===== src/core/slc_pkg.sv =====
package slc_pkg;

  localparam int CLK_PERIOD_NS = 40;

  function automatic int slc_cyc_min(input int t_ns);
    int c;
    c = (t_ns + CLK_PERIOD_NS - 1) / CLK_PERIOD_NS;
    return (c < 1) ? 1 : c;
  endfunction : slc_cyc_min

  // bus timing, in ns as printed
  localparam int T_ADDR_SETUP_NS                  = 20;
  localparam int T_ADDR_HOLD_NS                   = 50;
  localparam int T_SELECT_LOW_NS                  = 300;
  localparam int T_SELECT_HIGH_NS                 = 120;
  localparam int T_STORE_PULSE_NS                 = 300;
  localparam int T_STORE_TO_BUS_DRIVE_DELAY_NS    = 100;
  localparam int T_WRITE_DATA_SETUP_NS            = 200;
  localparam int T_DESELECT_OUTPUT_FLOAT_NS       = 100;

  localparam int CYC_ADDR_SETUP   = slc_cyc_min(T_ADDR_SETUP_NS);
  localparam int CYC_ADDR_HOLD    = slc_cyc_min(T_ADDR_HOLD_NS);
  localparam int CYC_SELECT_LOW   = slc_cyc_min(T_SELECT_LOW_NS);
  localparam int CYC_SELECT_HIGH  = slc_cyc_min(T_SELECT_HIGH_NS);
  localparam int CYC_STORE_PULSE  = slc_cyc_min(T_STORE_PULSE_NS);
  localparam int CYC_DRIVE_DELAY  = slc_cyc_min(T_STORE_TO_BUS_DRIVE_DELAY_NS);
  localparam int CYC_DATA_SETUP   = slc_cyc_min(T_WRITE_DATA_SETUP_NS);
  localparam int CYC_FLOAT        = slc_cyc_min(T_DESELECT_OUTPUT_FLOAT_NS);

  // store pulse count at which write data is launched
  localparam int CNT_DRIVE_START  = CYC_STORE_PULSE - CYC_DRIVE_DELAY + 1;

  localparam int TMR_W = 4;

  typedef enum logic [2:0] {
    ST_IDLE  = 3'h0,
    ST_SETUP = 3'h1,
    ST_SEL   = 3'h2,
    ST_WLOW  = 3'h3,
    ST_RECOV = 3'h4
  } slc_state_t;

endpackage : slc_pkg


===== src/core/slc_host.sv =====
`timescale 1ns/100ps
module slc_host
  import slc_pkg::*;
#(
  parameter int ADDR_W = 10,
  parameter int DATA_W = 4
) (
  input  wire logic              core_clk,
  input  wire logic              srst,
  input  wire logic              req,
  input  wire logic              req_write,
  input  wire logic              req_select_first,
  input  wire logic [ADDR_W-1:0] req_addr,
  input  wire logic [DATA_W-1:0] req_wdata,
  output logic                   ready,
  output logic                   done,
  output logic [DATA_W-1:0]      rdata,
  output logic                   select_n,
  output logic                   store_n,
  output logic [ADDR_W-1:0]      mem_addr,
  input  wire logic [DATA_W-1:0] dq_in,
  output logic [DATA_W-1:0]      dq_out,
  output logic                   dq_oe
);

  slc_state_t        state_ff,    nxt_state;
  logic              select_n_ff, nxt_select_n;
  logic              store_n_ff,  nxt_store_n;
  logic              dq_oe_ff,    nxt_dq_oe;
  logic              ready_ff,    nxt_ready;
  logic              done_ff,     nxt_done;
  logic              wr_ff,       nxt_wr;
  logic              sf_ff,       nxt_sf;
  logic [ADDR_W-1:0] addr_ff,     nxt_addr;
  logic [DATA_W-1:0] wdata_ff,    nxt_wdata;
  logic [DATA_W-1:0] rdata_ff,    nxt_rdata;
  logic              tmr_load;
  logic [TMR_W-1:0]  tmr_val;
  logic [TMR_W-1:0]  tmr_cnt;
  logic              tmr_exp;

  slc_timer #(
    .W        (TMR_W)
  ) u_timer (
    .core_clk (core_clk),
    .srst     (srst),
    .load     (tmr_load),
    .load_val (tmr_val),
    .cnt      (tmr_cnt),
    .expired  (tmr_exp)
  );

  always_comb
  begin
    nxt_state    = state_ff;
    nxt_select_n = select_n_ff;
    nxt_store_n  = store_n_ff;
    nxt_dq_oe    = dq_oe_ff;
    nxt_done     = 1'b0;
    nxt_wr       = wr_ff;
    nxt_sf       = sf_ff;
    nxt_addr     = addr_ff;
    nxt_wdata    = wdata_ff;
    nxt_rdata    = rdata_ff;
    tmr_load     = 1'b0;
    tmr_val      = '0;
    unique case (state_ff)
      ST_IDLE:
      begin
        nxt_select_n = 1'b1;
        if (req)
        begin
          nxt_wr    = req_write;
          nxt_sf    = req_select_first;
          nxt_addr  = req_addr;
          nxt_wdata = req_wdata;
          // strobe-first write drops the strobe before select; reads keep it high
          nxt_store_n = !(req_write && !req_select_first);
          tmr_load  = 1'b1;
          tmr_val   = TMR_W'(CYC_ADDR_SETUP);
          nxt_state = ST_SETUP;
        end
        else
          nxt_store_n = 1'b1;
      end
      ST_SETUP:
        if (tmr_exp)
        begin
          nxt_select_n = 1'b0;
          // strobe already low, RAM is floating, so data may go out now
          nxt_dq_oe = wr_ff && !sf_ff;
          tmr_load  = 1'b1;
          tmr_val   = (wr_ff && sf_ff) ? TMR_W'(CYC_ADDR_HOLD) : TMR_W'(CYC_SELECT_LOW);
          nxt_state = ST_SEL;
        end
      ST_SEL:
        if (tmr_exp)
        begin
          tmr_load = 1'b1;
          if (wr_ff && sf_ff)
          begin
            // strobe goes low only once the address hold after select has run out
            nxt_store_n = 1'b0;
            tmr_val     = TMR_W'(CYC_STORE_PULSE);
            nxt_state   = ST_WLOW;
          end
          else
          begin
            if (!wr_ff)
            begin
              nxt_rdata = dq_in;
              nxt_done  = 1'b1;
            end
            else
              nxt_done = 1'b1;
            nxt_select_n = 1'b1;
            tmr_val      = TMR_W'(CYC_SELECT_HIGH);
            nxt_state    = ST_RECOV;
          end
        end
      ST_WLOW:
      begin
        // RAM needs the drive delay to float its outputs first
        if (tmr_cnt <= TMR_W'(CNT_DRIVE_START))
          nxt_dq_oe = 1'b1;
        if (tmr_exp)
        begin
          // both strobes rise together so the RAM never re-drives the bus
          nxt_select_n = 1'b1;
          nxt_store_n  = 1'b1;
          nxt_done     = 1'b1;
          tmr_load     = 1'b1;
          tmr_val      = TMR_W'(CYC_SELECT_HIGH);
          nxt_state    = ST_RECOV;
        end
      end
      ST_RECOV:
      begin
        nxt_dq_oe = 1'b0;
        if (tmr_exp)
          nxt_state = ST_IDLE; // strobe of a strobe-first write stays low for a possible follow-on write
      end
      default:
        nxt_state = ST_IDLE;
    endcase
    nxt_ready = (nxt_state == ST_IDLE);
  end

  always_ff @(posedge core_clk)
  begin
    if (srst)
    begin
      state_ff    <= ST_IDLE;
      select_n_ff <= 1'b1;
      store_n_ff  <= 1'b1;
      dq_oe_ff    <= 1'b0;
      ready_ff    <= 1'b0;
      done_ff     <= 1'b0;
      wr_ff       <= 1'b0;
      sf_ff       <= 1'b0;
      addr_ff     <= '0;
      wdata_ff    <= '0;
      rdata_ff    <= '0;
    end
    else
    begin
      state_ff    <= nxt_state;
      select_n_ff <= nxt_select_n;
      store_n_ff  <= nxt_store_n;
      dq_oe_ff    <= nxt_dq_oe;
      ready_ff    <= nxt_ready;
      done_ff     <= nxt_done;
      wr_ff       <= nxt_wr;
      sf_ff       <= nxt_sf;
      addr_ff     <= nxt_addr;
      wdata_ff    <= nxt_wdata;
      rdata_ff    <= nxt_rdata;
    end
  end

  assign ready    = ready_ff;
  assign done     = done_ff;
  assign rdata    = rdata_ff;
  assign select_n = select_n_ff;
  assign store_n  = store_n_ff;
  assign mem_addr = addr_ff;
  assign dq_out   = wdata_ff;
  assign dq_oe    = dq_oe_ff;
endmodule : slc_host


===== src/core/slc_timer.sv =====
`timescale 1ns/100ps
module slc_timer
  import slc_pkg::*;
#(
  parameter int W = TMR_W
) (
  input  wire logic         core_clk,
  input  wire logic         srst,
  input  wire logic         load,
  input  wire logic [W-1:0] load_val,
  output logic [W-1:0]      cnt,
  output logic              expired
);

  logic [W-1:0] cnt_ff;
  logic [W-1:0] nxt_cnt;

  always_comb
  begin
    nxt_cnt = cnt_ff;
    if (load)
      nxt_cnt = load_val;
    else if (cnt_ff != '0)
      nxt_cnt = cnt_ff - W'(1);
  end

  always_ff @(posedge core_clk)
  begin
    if (srst)
      cnt_ff <= '0;
    else
      cnt_ff <= nxt_cnt;
  end

  assign cnt     = cnt_ff;
  assign expired = (cnt_ff == '0);

endmodule : slc_timer


===== config.mk =====
export PLATFORM = sky130hd
export DESIGN_NAME = slc_host
export DESIGN_NICKNAME = d
export VERILOG_FILES = /design/src/core/slc_pkg.sv /design/src/core/slc_host.sv /design/src/core/slc_timer.sv
export SDC_FILE = /design/constraint.sdc
export NUM_CORES = 1
export LEC_CHECK = 0
export ABC_AREA = 0
export BUFFER_PORTS_ARGS = -buffer_cell sky130_fd_sc_hd__buf_4
export CAP_MARGIN = 5
export CORE_ASPECT_RATIO = 2
export CORE_MARGIN = 3
export CORE_UTILIZATION = 38
export DETAILED_ROUTE_END_ITERATION = 8
export GPL_TIMING_DRIVEN = 0
export HOLD_SLACK_MARGIN = 0.02
export REMOVE_ABC_BUFFERS = 1
export SLEW_MARGIN = 20
export SYNTH_ARGS = -nofsm -noshare
export SYNTH_HDL_FRONTEND = slang
export SYNTH_SLANG_ARGS = --single-unit

===== constraint.sdc =====
create_clock -name core_clk -period 4.6 [get_ports core_clk]
set_input_delay 0.92 -clock core_clk [delete_from_list [all_inputs] [get_ports core_clk]]
set_output_delay 0.92 -clock core_clk [all_outputs]
set_load 0.02 [all_outputs]

==> results.cfg, run 1 <==
[min_path]
hold_path_end = mem_addr[5]$_SDFFE_PP0P_
worstHoldPathType = flip-flop to flip-flop
min-delay-start = mem_addr[5]$_SDFFE_PP0P_
whs_path_depth = 2

[floorplan]
start_util = 0.407
die_area_mm2 = 0.00455
die_x_um = 49.2
boundaryPins = 46
die_y_um = 92.5
core_area_mm2 = 0.00349
row_count = 30

[drt]
drt_iter0_drc = 23
via_per_inst = 5.09
routedWlPerCell_um = 13.9
drt-total-wl_um = 3670
ant_nets = 0
routed-via-count = 1338
drc = 0
firstDrtPassIters = 4

[synth]
syn-instance-count = 174
synth_area_leader_cell = dfxtp_1
avgSynthCellArea_um2 = 8.16
yosysSeqAreaShare = 0.451
synth_seq_cells = 32
yosysUniqueCellTypes = 38
syn_area_mm2 = 0.00142
synthTopCellsByArea = dfxtp_1 (45%), nand2_1 (10%), a21oi_1 (8.1%)
synth_top_area_share = 0.451
yosys_warnings = 0

[timing]
tightest_slew_ps = 737
fmax_mhz = 456
rsz0062_at_grt = false
hold_viol_final = 0
fin_crit_sh = 0.477
skew_ps = 7.19
relSlewSlack = 0.508
period_needed_ps = 2190
fin_tns_setup_ps = 0
finalMaxSlewViolations = 0
setup_viol = 0

[run]
drv_cap = 0

[placement]
dpl-instance-area_mm2 = 0.00176
portBuffers = 45
place_congestion = 0.859
place_hpwl_um = 2610

[setup_path]
r2r-end = rdata[2]$_SDFFE_PP0P_
worst_r2r_path_depth = 6
end_kind = flip-flop
cp_max_fo = 15
crit_chain = inv_1, ha_1, or3b_1, or4b_4, mux2i_1, nor2_1
r2r_slack_ps = 2410
start_kind = flip-flop
path_class = flip-flop to flip-flop
critical_path_required_ps = 4770
worstPathArrival_ps = 2360
regToRegStartpoint = u_timer.cnt[0]$_SDFFE_PP0P_
slowest_stage = or4b_4
slowest_delay_ps = 620

[clocking]
cts-hold-fix-buffers = 0
cts-root-buf = clkbuf_8
cts_resized = 0
clock_sinks = 32
clockBufferDepth = 2
h-tree-depth = 2
worstSkewPairLatency_ps = 290
cts_tree = built
path_clk_slew_ps = 80
cts_setup_buffers = 0
cts_buffers = 5

[pwr]
peakVddDrop_mv = 0.295
power_density_mw_per_mm2 = 582
p_leak_nw = 0.837

[run_status]
status = completed

[final_layout]
fin_nets = 240
area_growth_pct = 32.0
post-route-cell-area_mm2 = 0.00187
num_antenna_cells = 0
fillers = 346
drive_above_1_share = 0.265
utilization = 0.537

[global_routing]
grt_pass1_vias = 1348
antenna_found_initial = 0
grt-ovfl-total = 0
grt_pass1_wl_um = 5850
grt_max_degree = 31
grt_use_total = 0.167
cell usage after synthesis:
cell,count
or4b_4,1
o22ai_1,1
nor2_1,10
and3_1,1
mux2_2,1
nand2_1,39
dfxtp_1,32
a211o_1,1
ha_1,3
clkbuf_1,9
a32o_1,1
nor2b_1,5
nand3_1,4
a2111oi_0,1
o21ai_0,5
a221o_1,1
buf_6,1
nor3_1,6
nand4bb_1,1
inv_1,5
or3b_1,1
and2_1,1
a31oi_1,1
xnor2_1,1
and3b_1,1
a221oi_2,1
xor2_1,1
o211ai_1,1
o21a_1,1
nor3b_1,1
buf_2,2
nand3b_1,2
o31ai_1,1
a21oi_1,23
o21ai_1,1
mux2i_1,5
or2_2,1
a21o_1,1
per-stage QoR:
stage          cells  worst slack, ps  hold slack (ps)  total power, W
6_report         263             2410              457         0.00109
2_1_floorplan    162             2650              453        0.000677
3_5_place_dp     255             2420              447        0.000825
5_1_grt          263             2250              480         0.00117
3_3_place_gp     255             2480              444        0.000812
4_1_cts          263             2400              457         0.00110
state kept, by name (all words and copies together), names as in the netlist:
signal and cells:
wr_ff 1, state_ff 3, mem_addr 10, store_n 1, select_n 1, done 1, rdata 4, dq_out 4
ready 1, sf_ff 1, u_timer.cnt 4, dq_oe 1
how the worst max path moves through the flow:
stage | cells past startpoint | to | startpoint | slack (ps)
after global routing | 6 | store_n$_SDFFE_PP1P_ | u_timer.cnt[0]$_SDFFE_PP0P_ | 2250
after global placement | 6 | rdata[3]$_SDFFE_PP0P_ | u_timer.cnt[0]$_SDFFE_PP0P_ | 2480
after CTS | 6 | store_n$_SDFFE_PP1P_ | u_timer.cnt[0]$_SDFFE_PP0P_ | 2400
after floorplan | 6 | rdata[0]$_SDFFE_PP0P_ | u_timer.cnt[0]$_SDFFE_PP0P_ | 2650
after detailed placement | 6 | store_n$_SDFFE_PP1P_ | u_timer.cnt[0]$_SDFFE_PP0P_ | 2420
final | 6 | rdata[2]$_SDFFE_PP0P_ | u_timer.cnt[0]$_SDFFE_PP0P_ | 2410
area by class of cell:
type,count,area [um2],share of cell area
Multi-Input combinational cell,125,706,0.377
Sequential cell,32,641,0.342
Timing Repair Buffer,45,338,0.180
Clock buffer,5,68.8,0.0367
Tap cell,48,60.1,0.0320
Clock inverter,3,42.5,0.0227
Inverter,5,18.8,0.0100
critical path, delay by kind of cell (launching register included):
family                   cells  cell delay (ps)
multiplexers                 1              170
AND/OR/NAND/NOR              3             1270
adder cells (fa/ha/maj)      1              170
buffers and inverters        1              110
flip-flops                   1              340
logic make-up (layout without fill, tap and decap cells):
family	Yosys count	count (layout)	share of synthesized area
muxes	6	6	0.0432
and+or+nand+nor	74	74	0.246
AOI/OAI and AO/OA	40	40	0.169
buffers and inverters	17	58	0.0520
DFF	32	32	0.451
xor gates and xnor gates	2	2	0.0123
adders and majority gates	3	3	0.0264
power by group:
part           internal, W  switching (W)  total, W  leakage [nW]
clock network     0.000160       0.000113  0.000273        0.0541
registers         0.000336      0.0000627  0.000399         0.262
logic             0.000177       0.000242  0.000419         0.521
placed cells by master (no fill, tap or decap), types with 2 or more instances in the layout:
cell and n:
ha_1 3, nor3_1 6, o21ai_0 5, nand2_1 39, dfxtp_1 32, nand3b_1 2, inv_1 5, clkbuf_8 5
nor2b_1 5, a21oi_1 23, nor2_1 10, buf_4 45, nand3_1 4, mux2i_1 5
metal layers:
metal | vias up | GRT usage | wire [um]
met3 | 6 | 0.0515 | 228
met2 | 43 | 0.325 | 2030
met1 | 622 | 0.152 | 1350
met5 | - | 0 | 0
met4 | 0 | 0.0665 | 56
li1 | 667 | - | -
Power figures use the tool's default switching activity.
==> run 2: changes to the inputs <==
- clock period: 4.6 -> 2.2 ns (I/O delays scaled with it)
==> run 2 against run 1 <==
  * Routed wire length down 0.65%
  * Largest cell class unchanged
  * Critical endpoint unchanged
  * Clock power is 110% higher
  * Sequential power rose by 110%
==> results.cfg, run 2 (synthesis gave the netlist of run 1 again) <==
[placement]
place_congestion = 0.859
dp_slack_ps = 22.2
place_hpwl_um = 2610
dp_cells = 255
portBuffers = 45

[setup_path]
path_class = flip-flop to flip-flop
crit_chain = inv_1, ha_1, or3b_4, or4b_4, mux2i_1, nor2_1
critical_path_required_ps = 2370
slowest_stage = or4b_4
startpoint = u_timer.cnt[0]$_SDFFE_PP0P_
r2r_slack_ps = 170
start_kind = flip-flop
regToRegStartpoint = u_timer.cnt[0]$_SDFFE_PP0P_
worstPathArrival_ps = 2200
endpoint = rdata[2]$_SDFFE_PP0P_
end_kind = flip-flop
r2r-end = rdata[2]$_SDFFE_PP0P_
worst_r2r_path_depth = 6
cp_max_fo = 15
slowest_delay_ps = 560

[final_layout]
fillers = 347
largest_reg_flops = 10
layout_common_cells = buf_4 (45), nand2_1 (39), dfxtp_1 (32)
utilization = 0.539
final_cells = 263
drive_above_1_share = 0.279
final_common_cell = buf_4
area_growth_pct = 32.6
num_antenna_cells = 0
fin_nets = 240

[clocking]
clockBufferDepth = 2
cts_setup_buffers = 0
cts_buffers = 5
clock_sinks = 32
worstSkewPairLatency_ps = 290
cts-root-buf = clkbuf_8
cts_resized = 0
h-tree-depth = 2
cts_tree = built
cts-hold-fix-buffers = 0
path_clk_slew_ps = 80

[run_status]
status = completed

[timing]
setup_viol = 0
fin_tns_setup_ps = 0
fmax_mhz = 493
fin_crit_sh = 0.923
finalMaxSlewViolations = 0
skew_ps = 7.83
rsz0062_at_grt = false
fin_ws_ps = 170
hold_viol_final = 0
relSlewSlack = 0.665
period_needed_ps = 2030
tightest_slew_ps = 501

[global_routing]
grt-ovfl-total = 0
grt_pass1_vias = 1348
grt_pass1_wl_um = 5850
grt_use_total = 0.167
grt_max_degree = 31
antenna_found_initial = 0

[floorplan]
row_count = 30
core_area_mm2 = 0.00349
die_area_mm2 = 0.00455
die_y_um = 92.5
start_util = 0.407
boundaryPins = 46
die_x_um = 49.2

[drt]
routed-via-count = 1328
ant_nets = 0
via_per_inst = 5.05
firstDrtPassIters = 4
drc = 0
drt_iter0_drc = 24
drt-total-wl_um = 3640
routedWlPerCell_um = 13.8

[pwr]
power_density_mw_per_mm2 = 1220
peakVddDrop_mv = 0.620
power_w = 0.00230
p_leak_nw = 0.840

[run]
drv_cap = 0

[min_path]
worstHoldPathType = primary input to flip-flop
-- run 2: cell counts in the layout (fill, tap and decap cells not counted) --
No cell type changed its count.
-- run 2: layer usage --
| metal | share of wire | vias to the layer above | routed length, um | track usage |
|---|---|---|---|---|
| li1 | - | 666 | - | - |
| met1 | 0.36 | 605 | 1300 | 0.152 |
| met2 | 0.56 | 53 | 2040 | 0.325 |
| met3 | 0.071 | 4 | 260 | 0.0515 |
| met4 | 0.012 | 0 | 42 | 0.0665 |
| met5 | 0 | - | 0 | 0 |
-- run 2: power by group --
part           internal, W  total [W]  switching [W]
registers         0.000703   0.000832       0.000129
clock network     0.000335   0.000573       0.000238
logic             0.000386   0.000894       0.000509
total              0.00142    0.00230       0.000876
-- run 2: area by class of cell --
class | count | area (um2) | area share
Clock buffer | 5 | 68.8 | 0.0365
Inverter | 5 | 18.8 | 0.00997
Sequential cell | 32 | 641 | 0.340
Clock inverter | 3 | 42.5 | 0.0226
Tap cell | 48 | 60.1 | 0.0319
Timing Repair Buffer | 45 | 338 | 0.179
Multi-Input combinational cell | 125 | 714 | 0.379
-- run 2: worst min-delay path by stage --
stage,cells after the start,from,endpoint
4_1_cts,3,dq_in[0],rdata[0]$_SDFFE_PP0P_
6_report,3,dq_in[0],rdata[0]$_SDFFE_PP0P_
2_1_floorplan,2,sf_ff$_SDFFE_PP0P_,sf_ff$_SDFFE_PP0P_
3_5_place_dp,2,mem_addr[5]$_SDFFE_PP0P_,mem_addr[5]$_SDFFE_PP0P_
3_3_place_gp,2,mem_addr[5]$_SDFFE_PP0P_,mem_addr[5]$_SDFFE_PP0P_
5_1_grt,3,req_addr[1],mem_addr[1]$_SDFFE_PP0P_
-- run 2: critical path: cells and delay by family (launching register included) --
kind          cells  cell delay, ps
flops             1             350
mux               1             170
simple gates      3            1090
buf+inv           1             110
fa+ha+maj         1             170
-- run 2: through the flow --
| stage | hold WS, ps | cell area [um2] |
|---|---|---|
| floorplan | 453 | 1370 |
| global placement | 444 | 1760 |
| detailed placement | 447 | 1760 |
| CTS | 382 | 1870 |
| global route | 393 | 1880 |
| finish | 384 | 1880 |
